===== config.mk =====
export PLATFORM = sky130hd
export DESIGN_NAME = ats_top
export DESIGN_NICKNAME = d
export VERILOG_FILES = /design/src/pkg/ats_pkg.sv /design/src/rtl/ats_top.sv
export SDC_FILE = /design/constraint.sdc
export NUM_CORES = 1
export LEC_CHECK = 0
export ABC_AREA = 1
export BUFFER_PORTS_ARGS = -buffer_cell sky130_fd_sc_hd__buf_4
export CAP_MARGIN = 0
export CORE_MARGIN = 1
export CORE_UTILIZATION = 55
export DETAILED_ROUTE_END_ITERATION = 8
export MAX_ROUTING_LAYER = met4
export PLACE_DENSITY = 0.73
export SLEW_MARGIN = 20
export SYNTH_ARGS = -nofsm -noshare
export SYNTH_HDL_FRONTEND = slang
export SYNTH_SLANG_ARGS = --single-unit
export TNS_END_PERCENT = 5

===== constraint.sdc =====
create_clock -name pclk -period 9.1 [get_ports pclk]
set_input_delay 1.82 -clock pclk [delete_from_list [all_inputs] [get_ports pclk]]
set_output_delay 1.82 -clock pclk [all_outputs]
set_load 0.01 [all_outputs]

===== src/pkg/ats_pkg.sv =====
// Shared constants, types and register map of the absolute time block.
// Assumes a 100 MHz APB clock and a seconds count whose zero is the virtual start time.
package ats_pkg;

	////////////////////////////////////////////////////////////////////////////////
	// Register map
	localparam logic [7:0] OFS_CTRL = 8'h00;
	localparam logic [7:0] OFS_STATUS = 8'h04;
	localparam logic [7:0] OFS_SEC = 8'h08;
	localparam logic [7:0] OFS_USEC = 8'h0c;
	localparam logic [7:0] OFS_PKT_SEC = 8'h10;
	localparam logic [7:0] OFS_PKT_USEC = 8'h14;

	localparam int CTRL_W = 4;
	localparam logic [CTRL_W-1:0] CTRL_RESET = 4'h0;
	localparam int ST_NMEA_LSB = 0;
	localparam int ST_PPS_LSB = 2;
	localparam int ST_PTP_LSB = 4;
	localparam int ST_SYNC_BIT = 6;
	localparam int ST_TICK_BIT = 7;

	////////////////////////////////////////////////////////////////////////////////
	// Timing
	localparam int CLK_NS = 10;
	localparam int SEC_NS = 1_000_000_000;
	localparam int US_NS = 1000;
	localparam int TICK_CYC_DEF = SEC_NS / CLK_NS;
	localparam int CYC_PER_US = US_NS / CLK_NS;
	localparam int PPS_LOSS_NS = 1_500_000_000;
	localparam int PPS_LOSS_CYC_DEF = PPS_LOSS_NS / CLK_NS;
	localparam int NMEA_LOSS_NS = 2_000_000_000;
	localparam int NMEA_LOSS_CYC_DEF = NMEA_LOSS_NS / CLK_NS;
	localparam logic [19:0] USEC_MAX = 20'hf423f;
	localparam logic [31:0] EPOCH_SEC = 32'h0000_0000;

	////////////////////////////////////////////////////////////////////////////////
	// Block and channel firing offsets in ns
	localparam logic signed [31:0] BLK_BASE_NS = 32'sh0000_1600;
	localparam logic signed [31:0] BLK_STEP_NS = 32'sh0000_c350;
	localparam logic [15:0] CH_STEP_NS = 16'h0bd0;
	localparam logic [15:0] CH_BASE_NS = 16'h0170;
	localparam logic [2:0] BLK_LAST = 3'h7;
	localparam logic [3:0] CH_LAST = 4'hf;

	////////////////////////////////////////////////////////////////////////////////
	// Types
	typedef enum logic [1:0] {LK_UNLOCKED, LK_LOCKED, LK_LOST} ats_lock_e;
	typedef enum logic [1:0] {PTP_FREE_RUN, PTP_TRACKING, PTP_LOCKED, PTP_FROZEN} ats_ptp_e;

	typedef struct packed {
		logic dual_return;
		logic pulse_lock_gate;
		logic sentence_gga;
		logic src_ptp;
	} ats_ctrl_s;

	typedef struct packed {
		logic stb;
		logic fix;
		logic gga;
		logic [31:0] sec;
	} ats_nmea_s;

	typedef struct packed {
		ats_ptp_e state;
		logic load;
		logic [31:0] sec;
		logic [19:0] usec;
	} ats_ptp_s;

	typedef struct packed {
		logic [31:0] sec;
		logic [19:0] usec;
	} ats_time_s;

	typedef struct packed {
		logic stb;
		logic [2:0] blk;
		logic [3:0] chan;
		logic signed [31:0] ofs_ns;
	} ats_fire_s;

endpackage


===== src/rtl/ats_top.sv =====
// Absolute time keeping: 1 Hz tick, GPS or PTP discipline, packet and firing times.
// Assumes all inputs synchronous to pclk; the PTP engine and NMEA parser sit outside.
//
// The implementer's own choices: register access over APB and the address map.
`timescale 1ns/1ps

// Operation
// Select GPS or PTP by control bit
// Accept configured RMC or GGA sentence
// GPS packet strobe on each tick
// Unlocked: count seconds from virtual start
// Locked: load sentence time plus one
// Gate sync on PPS lock if enabled
// NMEA lost: keep counting, drifting
// PPS locked: align tick to PPS
// PPS unlocked or lost: tick free-runs
// PTP mode suppresses GPS packets
// PTP free-run counts from virtual start
// PTP tracking/locked loads master time
// PTP frozen keeps counting, drifting
// Packet time is seconds plus microseconds
// Single return: block start 5.632 minus 50us steps
// Dual return: pairs share start time
// Channels fire one to sixteen ascending
// Channel offset 3.024*(n-1)+0.368 us
// Firing time is block start plus offset
// Microseconds restart on each tick
module ats_top #(
	parameter int TICK_CYC = ats_pkg::TICK_CYC_DEF,
	parameter int PPS_LOSS_CYC = ats_pkg::PPS_LOSS_CYC_DEF,
	parameter int NMEA_LOSS_CYC = ats_pkg::NMEA_LOSS_CYC_DEF
) (
	input wire logic pclk,
	input wire logic presetn,
	input wire logic [7:0] paddr,
	input wire logic psel,
	input wire logic penable,
	input wire logic pwrite,
	input wire logic [31:0] pwdata,
	output logic [31:0] prdata,
	output logic pready,
	output logic pslverr,
	input wire logic pps_in,
	input wire ats_pkg::ats_nmea_s nmea,
	input wire ats_pkg::ats_ptp_s ptp,
	input wire logic pkt_mark,
	input wire logic round_go,
	input wire logic [2:0] round_blk,
	output logic tick_pulse,
	output logic gps_pkt_stb,
	output ats_pkg::ats_time_s time_now,
	output ats_pkg::ats_time_s packet_abs_time,
	output ats_pkg::ats_fire_s fire
);
	import ats_pkg::*;

	////////////////////////////////////////////////////////////////////////////////
	// Helper functions

	function automatic logic addr_known(input logic [7:0] a);
		addr_known = (a == OFS_CTRL) || (a == OFS_STATUS) || (a == OFS_SEC) ||
			(a == OFS_USEC) || (a == OFS_PKT_SEC) || (a == OFS_PKT_USEC);
	endfunction

	function automatic logic is_locked(input ats_lock_e st);
		is_locked = (st == LK_LOCKED);
	endfunction

	function automatic logic tracks_master(input ats_ptp_e st);
		tracks_master = (st == PTP_TRACKING) || (st == PTP_LOCKED);
	endfunction

	// channel offset
	function automatic logic [15:0] chan_ofs_ns(input logic [3:0] ch);
		logic [19:0] prod;
		prod = 20'(ch) * 20'(CH_STEP_NS);
		chan_ofs_ns = prod[15:0] + CH_BASE_NS;
	endfunction

	function automatic logic signed [31:0] blk_start_ns(input logic [2:0] blk, input logic dual);
		logic [2:0] steps;
		steps = BLK_LAST - blk;
		// pairs share start
		if (dual) begin
			steps = steps >> 1;
		end
		// block start step
		blk_start_ns = BLK_BASE_NS - BLK_STEP_NS * $signed({29'h0, steps});
	endfunction

	////////////////////////////////////////////////////////////////////////////////
	// Declarations

	ats_ctrl_s ctrl, next_ctrl;
	logic [31:0] next_prdata;
	logic next_pready, next_pslverr;
	logic pps_d;
	logic pps_rise;
	ats_lock_e pps_state, next_pps_state;
	ats_lock_e nmea_state, next_nmea_state;
	logic [31:0] pps_wd, next_pps_wd;
	logic [31:0] nmea_wd, next_nmea_wd;
	logic [31:0] nmea_hold, next_nmea_hold;
	logic nmea_ok;
	logic [31:0] tick_cnt, next_tick_cnt;
	logic [7:0] us_div, next_us_div;
	logic tick_now;
	logic tick_expire, pps_align, gps_sync_ok, us_wrap;
	logic apb_access, apb_commit, chan_due;
	logic ptp_sync_load;
	logic synced, next_synced;
	ats_time_s next_time_now;
	ats_time_s next_packet_abs_time;
	logic next_tick_pulse, next_gps_pkt_stb;
	logic seq_act, next_seq_act;
	logic [2:0] seq_blk, next_seq_blk;
	logic [3:0] seq_ch, next_seq_ch;
	logic [15:0] seq_ns, next_seq_ns;
	ats_fire_s next_fire;

	////////////////////////////////////////////////////////////////////////////////
	// APB slave: one wait state, error on unmapped address

	assign apb_access = psel && penable && !pready;
	assign apb_commit = psel && penable && pready;

	always_comb begin
		next_ctrl = ctrl;
		next_pready = 1'b0;
		next_pslverr = 1'b0;
		next_prdata = prdata;
		if (apb_access) begin
			next_pready = 1'b1;
			next_pslverr = !addr_known(paddr);
			next_prdata = 32'h0;
			if (!pwrite) begin
				case (paddr)
					OFS_CTRL: next_prdata = {28'h0, ctrl};
					OFS_STATUS: begin
						next_prdata[ST_NMEA_LSB +: 2] = nmea_state;
						next_prdata[ST_PPS_LSB +: 2] = pps_state;
						next_prdata[ST_PTP_LSB +: 2] = ptp.state;
						next_prdata[ST_SYNC_BIT] = synced;
						next_prdata[ST_TICK_BIT] = tick_pulse;
					end
					OFS_SEC: next_prdata = time_now.sec;
					OFS_USEC: next_prdata = {12'h0, time_now.usec};
					OFS_PKT_SEC: next_prdata = packet_abs_time.sec;
					OFS_PKT_USEC: next_prdata = {12'h0, packet_abs_time.usec};
					default: next_prdata = 32'h0;
				endcase
			end
		end
		// source select write
		if (apb_commit && pwrite && (paddr == OFS_CTRL)) begin
			next_ctrl = ats_ctrl_s'(pwdata[CTRL_W-1:0]);
		end
	end

	always_ff @(posedge pclk or negedge presetn) begin
		if (!presetn) begin
			ctrl <= ats_ctrl_s'(CTRL_RESET);
			pready <= 1'b0;
			pslverr <= 1'b0;
			prdata <= 32'h0;
		end else begin
			ctrl <= next_ctrl;
			pready <= next_pready;
			pslverr <= next_pslverr;
			prdata <= next_prdata;
		end
	end

	////////////////////////////////////////////////////////////////////////////////
	// PPS and NMEA lock tracking

	assign pps_rise = pps_in && !pps_d;
	// sentence type filter
	assign nmea_ok = nmea.stb && nmea.fix && (nmea.gga == ctrl.sentence_gga);

	always_comb begin
		next_pps_state = pps_state;
		next_pps_wd = pps_wd;
		if (pps_rise) begin
			next_pps_state = LK_LOCKED;
			next_pps_wd = 32'h0;
		end else if (is_locked(pps_state)) begin
			if (pps_wd >= 32'(PPS_LOSS_CYC - 1)) begin
				next_pps_state = LK_LOST;
			end else begin
				next_pps_wd = pps_wd + 32'h1;
			end
		end
		next_nmea_state = nmea_state;
		next_nmea_wd = nmea_wd;
		next_nmea_hold = nmea_hold;
		if (nmea_ok) begin
			next_nmea_state = LK_LOCKED;
			next_nmea_wd = 32'h0;
			next_nmea_hold = nmea.sec;
		end else if (is_locked(nmea_state)) begin
			if (nmea_wd >= 32'(NMEA_LOSS_CYC - 1)) begin
				next_nmea_state = LK_LOST;
			end else begin
				next_nmea_wd = nmea_wd + 32'h1;
			end
		end
	end

	always_ff @(posedge pclk or negedge presetn) begin
		if (!presetn) begin
			pps_d <= 1'b0;
			pps_state <= LK_UNLOCKED;
			pps_wd <= 32'h0;
			nmea_state <= LK_UNLOCKED;
			nmea_wd <= 32'h0;
			nmea_hold <= EPOCH_SEC;
		end else begin
			pps_d <= pps_in;
			pps_state <= next_pps_state;
			pps_wd <= next_pps_wd;
			nmea_state <= next_nmea_state;
			nmea_wd <= next_nmea_wd;
			nmea_hold <= next_nmea_hold;
		end
	end

	////////////////////////////////////////////////////////////////////////////////
	// Internal 1 Hz tick, seconds and microseconds

	// master time load
	assign ptp_sync_load = ctrl.src_ptp && ptp.load && tracks_master(ptp.state);
	// align tick to PPS
	assign pps_align = !ctrl.src_ptp && is_locked(pps_state) && pps_rise;
	// free-run otherwise
	assign tick_expire = tick_cnt >= 32'(TICK_CYC - 1);
	assign tick_now = !ptp_sync_load && (pps_align || tick_expire);
	assign us_wrap = us_div >= 8'(CYC_PER_US - 1);
	// sync gated on PPS lock
	assign gps_sync_ok = is_locked(nmea_state) &&
		(!ctrl.pulse_lock_gate || is_locked(pps_state));

	always_comb begin
		next_tick_cnt = tick_cnt + 32'h1;
		next_us_div = us_div + 8'h1;
		next_time_now = time_now;
		next_synced = synced;
		if (us_wrap) begin
			next_us_div = 8'h0;
			if (time_now.usec < USEC_MAX) begin
				next_time_now.usec = time_now.usec + 20'h1;
			end
		end
		if (ptp_sync_load) begin
			next_time_now.sec = ptp.sec;
			next_time_now.usec = ptp.usec;
			next_us_div = 8'h0;
			next_tick_cnt = 32'(ptp.usec) * 32'(CYC_PER_US);
			next_synced = 1'b1;
		end else if (tick_now) begin
			next_tick_cnt = 32'h0;
			// microsecond restart
			next_us_div = 8'h0;
			next_time_now.usec = 20'h0;
			if (ctrl.src_ptp) begin
				// free-run count
				// frozen drift
				next_time_now.sec = time_now.sec + 32'h1;
				next_synced = synced && (ptp.state != PTP_FREE_RUN);
			end else if (gps_sync_ok) begin
				// sentence time plus one
				next_time_now.sec = nmea_hold + 32'h1;
				next_synced = 1'b1;
			end else begin
				// virtual count
				// lost drift
				next_time_now.sec = time_now.sec + 32'h1;
				next_synced = (nmea_state == LK_LOST) && synced;
			end
		end
	end

	always_ff @(posedge pclk or negedge presetn) begin
		if (!presetn) begin
			tick_cnt <= 32'h0;
			us_div <= 8'h0;
			time_now <= '{sec: EPOCH_SEC, usec: 20'h0};
			synced <= 1'b0;
		end else begin
			tick_cnt <= next_tick_cnt;
			us_div <= next_us_div;
			time_now <= next_time_now;
			synced <= next_synced;
		end
	end

	////////////////////////////////////////////////////////////////////////////////
	// Tick, GPS packet strobe and packet time capture

	always_comb begin
		next_tick_pulse = tick_now;
		// packet per tick
		// none in PTP mode
		next_gps_pkt_stb = tick_now && !ctrl.src_ptp;
		next_packet_abs_time = packet_abs_time;
		// seconds plus microseconds
		if (pkt_mark) begin
			next_packet_abs_time = time_now;
		end
	end

	always_ff @(posedge pclk or negedge presetn) begin
		if (!presetn) begin
			tick_pulse <= 1'b0;
			gps_pkt_stb <= 1'b0;
			packet_abs_time <= '{sec: EPOCH_SEC, usec: 20'h0};
		end else begin
			tick_pulse <= next_tick_pulse;
			gps_pkt_stb <= next_gps_pkt_stb;
			packet_abs_time <= next_packet_abs_time;
		end
	end

	////////////////////////////////////////////////////////////////////////////////
	// Firing round sequencer

	assign chan_due = seq_ns >= chan_ofs_ns(seq_ch);

	always_comb begin
		next_seq_act = seq_act;
		next_seq_blk = seq_blk;
		next_seq_ch = seq_ch;
		next_seq_ns = seq_ns;
		next_fire = fire;
		next_fire.stb = 1'b0;
		if (round_go && !seq_act) begin
			next_seq_act = 1'b1;
			next_seq_blk = round_blk;
			next_seq_ch = 4'h0;
			next_seq_ns = 16'h0;
		end else if (seq_act) begin
			next_seq_ns = seq_ns + 16'(CLK_NS);
			// ascending channel order
			if (chan_due) begin
				next_fire.stb = 1'b1;
				next_fire.blk = seq_blk;
				next_fire.chan = seq_ch;
				// block start plus offset
				next_fire.ofs_ns = blk_start_ns(seq_blk, ctrl.dual_return) +
					$signed({16'h0, chan_ofs_ns(seq_ch)});
				if (seq_ch == CH_LAST) begin
					next_seq_act = 1'b0;
				end else begin
					next_seq_ch = seq_ch + 4'h1;
				end
			end
		end
	end

	always_ff @(posedge pclk or negedge presetn) begin
		if (!presetn) begin
			seq_act <= 1'b0;
			seq_blk <= 3'h0;
			seq_ch <= 4'h0;
			seq_ns <= 16'h0;
			fire <= '{stb: 1'b0, blk: 3'h0, chan: 4'h0, ofs_ns: 32'sh0};
		end else begin
			seq_act <= next_seq_act;
			seq_blk <= next_seq_blk;
			seq_ch <= next_seq_ch;
			seq_ns <= next_seq_ns;
			fire <= next_fire;
		end
	end

endmodule


==> results of run 1 <==
==> stage by stage <==
stage | utilization | std cells | area [um^2]
final | 0.660 | 3682 | 25700
after global routing | 0.660 | 3682 | 25700
after CTS | 0.660 | 3680 | 25700
after detailed placement | 0.627 | 3610 | 24500
after global placement | 0.627 | 3610 | 24500
after floorplan | - | 2890 | 22000
==> worst register-to-register path, stage by stage (launching register included) <==
cell	delay [ns]
sky130_fd_sc_hd__dfrtp_1	0.62
sky130_fd_sc_hd__fa_1	0.55
sky130_fd_sc_hd__fa_1	0.48
sky130_fd_sc_hd__ha_1	0.39
sky130_fd_sc_hd__nand3_1	0.13
sky130_fd_sc_hd__nand3_1	0.14
sky130_fd_sc_hd__nand2_1	0.08
sky130_fd_sc_hd__nand2_2	0.11
sky130_fd_sc_hd__nand3_1	0.16
sky130_fd_sc_hd__nand2_1	0.14
sky130_fd_sc_hd__inv_1	0.08
sky130_fd_sc_hd__ha_1	0.34
sky130_fd_sc_hd__nand2_1	0.09
sky130_fd_sc_hd__nor3_1	0.25
sky130_fd_sc_hd__nand3_1	0.13
sky130_fd_sc_hd__o2111ai_1	0.18
sky130_fd_sc_hd__nand4_1	0.14
sky130_fd_sc_hd__nand2_1	0.13
sky130_fd_sc_hd__nand2_1	0.09
sky130_fd_sc_hd__nand2_1	0.06
sky130_fd_sc_hd__nand2_1	0.04
sky130_fd_sc_hd__nand3_1	0.06
sky130_fd_sc_hd__nand2_1	0.05
==> state kept, by name (all words and copies together) (netlist names), 2 cells and up <==
| signal | cells |
|---|---|
| packet_abs_time | 52 |
| time_now | 52 |
| nmea_hold | 32 |
| nmea_wd | 32 |
| pps_wd | 32 |
| prdata | 32 |
| tick_cnt | 32 |
| fire | 25 |
| seq_ns | 15 |
| us_div | 8 |
| ctrl | 4 |
| seq_ch | 4 |
| seq_blk | 3 |
| nmea_state | 2 |
| pps_state | 2 |
==> worst paths after layout <==
path	start	end	slack, ns	cells after the start
worst min-delay path	us_div[0]$_DFF_PN0_	us_div[0]$_DFF_PN0_	0.46	1
max in group asynchronous	presetn	prdata[22]$_DFFE_PN0P_	5.93	3
worst max-delay path	seq_ch[2]$_DFFE_PN0P_	fire[17]$_DFFE_PN0P_	4.53	22
worst max register to register	seq_ch[2]$_DFFE_PN0P_	fire[17]$_DFFE_PN0P_	4.53	22
worst min register to register	us_div[0]$_DFF_PN0_	us_div[0]$_DFF_PN0_	0.46	1
min in group asynchronous	presetn	seq_ch[3]$_DFFE_PN0P_	1.23	1
==> cell type report <==
class / instances / area share
clock buffer: 53 / 0.0427
inverter: 428 / 0.0624
antenna: 2 / 0.000194
clock inverter: 17 / 0.00646
tap: 518 / 0.0252
sequential: 334 / 0.325
timing repair buffer: 299 / 0.0875
multi-input combinational: 2031 / 0.451
==> per-layer routing <==
| layer | vias up | global-route usage |
|---|---|---|
| met2 | 794 | 0.556 |
| met1 | 10046 | 0.448 |
| met5 | - | - |
| met4 | 0 | 0.159 |
| li1 | 10051 | - |
| met3 | 173 | 0.0521 |
==> cell usage in the layout (no fill, tap or decap), drive strengths merged, types with 31 or more instances in the layout <==
cell type,count
inv,427
dfrtp,334
buf,299
clkbuf,53
nand2,682
nor4,34
nand4,59
o22ai,63
xor2,97
nor3,94
nor2,192
nand3,136
o21ai,234
a21oi,97
ha,123
xnor2,31
o31ai,39
==> power by group <==
group | switching [W] | internal [W]
Sequential | 0.000298 | 0.00176
Combinational | 0.00285 | 0.00171
Clock | 0.000659 | 0.000908
==> cells by family (layout without fill, tap and decap cells) <==
group	count (synthesis)	in the layout	synth area share
multiplexers	1	1	0.000455
AND/OR/NAND/NOR	1220	1220	0.243
buffers and inverters	525	797	0.0946
XOR/XNOR	128	128	0.0510
adder cells (fa/ha/maj)	143	143	0.0882
AO/OA/AOI/OAI	529	529	0.143
other	1	12	0.000171
flip-flops	334	334	0.380
==> impl_summary.md, run 1 <==
Outcome
The flow ran to the end, and the final reports show no timing, DRC or antenna violations.

CTS
The total clock sinks is 334. The number of buffers between clock root and the deepest sink is 3. The post-CTS repair timing setup buffer count is 0.

The TritonCTS clock tree is built. The post-cts resize count is 0. The H-tree generated during clock tree synthesis spans 2 levels.

Counting the buffers created by CTS gives 38. Hold repair after CTS inserted 0 buffers. The clock insertion delay at the later pin of the skew report is 0.57 ns. The post-CTS clock slew at the launch and capture registers of the worst setup and hold paths is 0.06 ns. The cell at the root of the clock tree is sky130_fd_sc_hd__clkbuf_16.

Setup path
The signal on the critical path passes through fa_1, fa_1, ha_1, nand3_1, nand3_1, nand2_1, nand2_2, nand3_1, nand2_1, inv_1, ha_1, nand2_1, nor3_1, nand3_1, o2111ai_1, nand4_1, nand2_1, nand2_1, nand2_1, nand2_1, nand3_1, nand2_1. Data on the critical path arrives at its endpoint at 5.03 ns. The peak per-stage delay on the critical path is 0.62 ns. STA puts the critical path data required time at 9.56 ns. STA classifies the critical path startpoint as a flop. The largest individual stage delay along the critical path comes from the cell sky130_fd_sc_hd__dfrtp_1. The endpoint type of the worst setup path is a flop. The most prevalent standard cell on the critical path is sky130_fd_sc_hd__nand2_1. The kind of critical path is flop to flop. The top cell family by delay on the critical path is simple AND/OR/NAND/NOR gates. The highest net fanout along the worst path is 10.

The buffer and inverter count on the worst path is 1.

Routing
The detailed-routing wirelength on met1 is 29100 um. For this block, the via count after detailed routing is 21064. The routed length per placed instance is 18.8 um. In the routed design, unresolved DRC markers number 0. After detailed routing, the met3 layer carries 4570 um of wire. The routed design has 69300 um of wire. Dividing the detail-routed via count by the number of cells gives 5.72. In this run the remaining antenna-violating nets after routing total 0.

The met2 wire length is 32400 um. For this block, the initial DRC count from the detailed router was 1778. The highest metal layer with signal wires is met4. The first detailed-routing pass took 7 iterations.

Placed design
The congestion estimate from routability-driven global placement came to 0.957. During placement, the flow inserted port buffers numbering 288. After legalization and detailed placement, the total HPWL measured 52300 um.

Prior to clock tree synthesis, the placed netlist has a worst setup slack of 3.96 ns.

Floorplanning
In this run the core area contains 72 standard-cell rows. The die width is 202 um. Measured along the y axis, the die boundary spans 202 um. The core region is 39000 um^2. The die covers 40800 um^2. The boundary pin count is 321.

The starting density of the core is 0.564.

Synthesis
The share of the Yosys chip area taken by registers is 0.380. In the synthesized netlist the async set-or-reset flop fraction comes to 1.00. The mapped netlist covers 22000 um^2. In this run, distinct cell masters in the synthesized netlist total 67.

In this run, synthesis inferred 0 flip-flops with an integrated enable. sky130_fd_sc_hd__nand2_1 is the most common cell in the netlist. Ranked by total cell area, the synthesized netlist is headed by sky130_fd_sc_hd__dfrtp_1 38%, sky130_fd_sc_hd__nand2_1 11%, sky130_fd_sc_hd__inv_1 7.1%. The dominant cell type by area after synthesis is sky130_fd_sc_hd__dfrtp_1. The post-synthesis cell count is 2881. The commonest register cell after synthesis is sky130_fd_sc_hd__dfrtp_1. Of the post-synthesis cell area, the dominant cell type holds 0.380. The number of synthesis warnings is 0. Dividing the synthesized area by the synthesized cell count gives 7.63 um^2. The commonest cells after synthesis are 672 x sky130_fd_sc_hd__nand2_1, 414 x sky130_fd_sc_hd__inv_1, 334 x sky130_fd_sc_hd__dfrtp_1. After synthesis the netlist holds a flip-flop and latch count of 334.

STA
Setup repair after global routing left no endpoint under its margin. After routing, the total negative slack on setup checks comes to 0 ns. Hold is met by 0.462 ns. The minimum clock period after layout is 4.57 ns.

The maximum frequency from static timing analysis is 219 MHz. Setup slack closes at 4.53 ns. Setup violations remaining at the end of the flow were counted as 0. The normalized max-slew margin is 0.252. The final count of hold timing violations is 0. The post-route clock period utilization is 0.502. Across the routed clock network, the largest skew measured is 0.0142 ns. The count of final max-slew check failures is 0.

The transition at the pin with the smallest max-transition slack is 1.12 ns.

Global routing
The combined global-route utilization of all metal layers is 0.352. The first global-routing pass estimated 110000 um of wire. After global routing the overflow that remains totals 0. The number of global-route vias before repair came to 20355.

The initial antenna violation count was 2. Entering global routing, the biggest net connects 105 pins.

Min path
The type of the most critical hold path is flop to flop.

Power
Across the VDD grid, the largest voltage drop is 0.312 mV. The power density over cell area is 318 nW/um^2. The power consumption is 0.00818 W.

Summed over all cells, the static leakage comes to 12.5 nW.

Layout
The final layout contains 3416 nets. The sequential standard cell area is 8360 um^2. Summing all multi-input logic gate instances after layout gives 11600 um^2. The layout-stage area growth over the synthesis result is 17.0%.

The share of layout cells above drive strength 1 is 0.134. The filler cells instantiated in the layout total 3414.

Job
The number of max-capacitance violations reported is 0.
(Power assumes the default switching activity.)
==> run 2, diff against run 1 <==
clock period = 4.3 ns   (was 9.1 ns; I/O delays follow)
==> run 2 against run 1 <==
  * Clock power increased by 110%
  * Final cell count is 0.92% higher
  * Total power is 130% higher
  * First-iteration DRC count shrank 9.7%
  * Sequential cell count stayed put
  * Setup slack lost 4.3 ns
  * Critical path type unchanged
  * Highest routed layer unchanged
==> impl_summary.md, run 2 (same netlist as run 1, synthesis figures left out) <==
STA
For the final database, setup skew stands at 0.0255 ns. The maximum frequency from static timing analysis is 243 MHz. The normalized max-slew margin is 0.331. The transition at the pin with the smallest max-transition slack is 1.00 ns. The count of final max-slew check failures is 0.

The final sum of negative setup slack is 0 ns. The number of setup violations in the final report is 0. The worst path in the final design needs a cycle of 4.11 ns, including I/O delays and setup. Setup repair after global routing could not meet its margin everywhere. The post-route clock period utilization is 0.955. The worst-case setup margin in the final layout is 0.193 ns. The final count of hold timing violations is 0.

Setup path
In this run the worst path has a maximum fanout of 6. The arrival time reported for the critical path endpoint is 4.58 ns. Setup slack on the worst reg-to-reg path comes out at 0.19 ns.

The endpoint type of the worst setup path is a flop. The category of the worst setup path launch point is a flop. The required time of the worst setup path is 4.77 ns. The kind of critical path is flop to flop.

CTS
The number of H-tree levels is 2. Buffers inserted during clock tree synthesis total 38. The clock insertion delay at the later pin of the skew report is 0.58 ns.

The post-CTS clock slew at the launch and capture registers of the worst setup and hold paths is 0.06 ns. The tree is rooted in a sky130_fd_sc_hd__clkbuf_16. TritonCTS built the clock tree. Clock tree synthesis found a total of 334 sinks.

The clock passes through at most 3 buffers.

Placed design
Once detailed placement completed, the half-perimeter wirelength came to 51900 um. Prior to clock tree synthesis, the placed netlist has a worst setup slack of 0.0715 ns. The congestion estimate from routability-driven global placement came to 0.961. The count of buffers added on input and output ports is 288. Once placement finished, the instance area stood at 24800 um^2.

Routing
After detailed routing, the total wire length is 68300 um. The via count is 21031. The detailed-route DRC error count is 0. Before antenna repair, the detailed router went through 6 iterations.

In this run, the number of DRC markers left after iteration 0 of detailed routing was 1605. The residual antenna-violating net count after detailed routing is 0. The post-detailed-route via-to-cell ratio is 5.66. After detailed routing, the average wire length per cell comes to 18.4 um.

Global routing
For this run, the total global-route usage over all layers was measured as 0.346. The largest net degree at the start of global routing is 105. The first global-routing pass estimated 108000 um of wire.

The total overflow reported by the global router is 0. The initial antenna violation count is 1. The number of global-route vias before repair is 20418.

Layout
Of the cells placed in the final design, the portion with a size suffix greater than 1 is 0.149. The finished layout cell area is 26100 um^2. Leaving out fill and tap cells, the most frequent cells in the layout are 670 x sky130_fd_sc_hd__nand2_1, 413 x sky130_fd_sc_hd__inv_1, 332 x sky130_fd_sc_hd__dfrtp_1.

The area growth from synthesis to layout is 18.9%. The largest registers in the layout are packet_abs_time (52), time_now (52). Leaving out fill and tap cells, the most frequent cell in the layout is sky130_fd_sc_hd__nand2_1. The net count reported at finish is 3451.

Job
The number of max-capacitance violations reported is 0.

Min path
The path class of the tightest hold or removal check is input pin to async pin.

Floorplanning
The floorplan step defined a die boundary enclosing 40800 um^2. The die outline height is 202 um. The initialized floorplan defines 72 standard-cell rows. For this design the top-level I/O count stands at 321.

Measured along the x axis, the die boundary spans 202 um. The starting density of the core is 0.564. The core region is 39000 um^2.

Power
The power density over cell area is 710 nW/um^2. The peak supply drop is 0.648 mV. For this design the static power due to leakage is 12.7 nW.

Outcome
The run finished with clean final reports.
-- run 2: critical path, cell delays in order, from the launching register on --
cell	delay, ns
sky130_fd_sc_hd__dfrtp_2	0.44
sky130_fd_sc_hd__fa_1	0.61
sky130_fd_sc_hd__fa_1	0.47
sky130_fd_sc_hd__ha_4	0.31
sky130_fd_sc_hd__or2_1	0.11
sky130_fd_sc_hd__nand2_2	0.10
sky130_fd_sc_hd__a21oi_4	0.19
sky130_fd_sc_hd__nand3_2	0.16
sky130_fd_sc_hd__xor2_2	0.19
sky130_fd_sc_hd__ha_1	0.31
sky130_fd_sc_hd__nand2_1	0.10
sky130_fd_sc_hd__nor3_2	0.24
sky130_fd_sc_hd__nand3_1	0.13
sky130_fd_sc_hd__o2111ai_2	0.12
sky130_fd_sc_hd__nand4_1	0.14
sky130_fd_sc_hd__nand2_2	0.11
sky130_fd_sc_hd__nand2_1	0.07
sky130_fd_sc_hd__nand2_1	0.06
sky130_fd_sc_hd__nand2_1	0.05
sky130_fd_sc_hd__nand3_1	0.07
sky130_fd_sc_hd__nand2_1	0.04
-- run 2: worst paths after layout --
check	cells past startpoint	start	endpoint
setup / recovery	20	seq_ch[2]$_DFFE_PN0P_	fire[17]$_DFFE_PN0P_
hold / removal	1	presetn	seq_ch[3]$_DFFE_PN0P_
setup reg to reg	20	seq_ch[2]$_DFFE_PN0P_	fire[17]$_DFFE_PN0P_
hold reg to reg	1	tick_cnt[0]$_DFF_PN0_	tick_cnt[0]$_DFF_PN0_
max in group asynchronous	2	presetn	nmea_wd[21]$_DFFE_PN0P_
min in group pclk	1	pps_in	pps_d$_DFF_PN0_
-- run 2: cell type report --
cell class	instances	area, um^2
Antenna cell	1	2.50
Clock buffer	54	1090
Clock inverter	16	160
Fill cell	3370	12900
Inverter	428	1610
Multi-Input combinational cell	2031	11700
Sequential cell	334	8360
Tap cell	518	648
Timing Repair Buffer	334	2550
-- run 2: stage by stage --
stage / power (W) / cells / utilization / hold slack [ns]
global route: 0.0201 / 3716 / 0.670 / 0.317
CTS: 0.0179 / 3713 / 0.667 / 0.285
finish: 0.0186 / 3716 / 0.670 / 0.256
global placement: 0.0142 / 3643 / 0.634 / 0.445
detailed placement: 0.0145 / 3643 / 0.634 / 0.462
floorplan: 0.0115 / 2890 / - / 0.433
-- run 2: repair_timing --
item,in CTS,in global routing
buffers inserted,0,2
endpoints found under the setup margin,0,30
hold endpoints to repair,0,0
hold buffers,0,0
resized for setup,0,21
-- run 2: layer usage --
metal / vias to the layer above / track usage / wire length [um]
li1: 10126 / - / -
met2: 784 / 0.536 / 31500
met3: 166 / 0.0471 / 4630
met5: - / - / 0
met4: 0 / 0.175 / 3550
met1: 9955 / 0.444 / 28600
-- run 2: report_power, final --
group          internal (W)  switching, W
Sequential          0.00372      0.000593
Combinational       0.00453       0.00647
Clock               0.00185       0.00138
Total                0.0101       0.00845
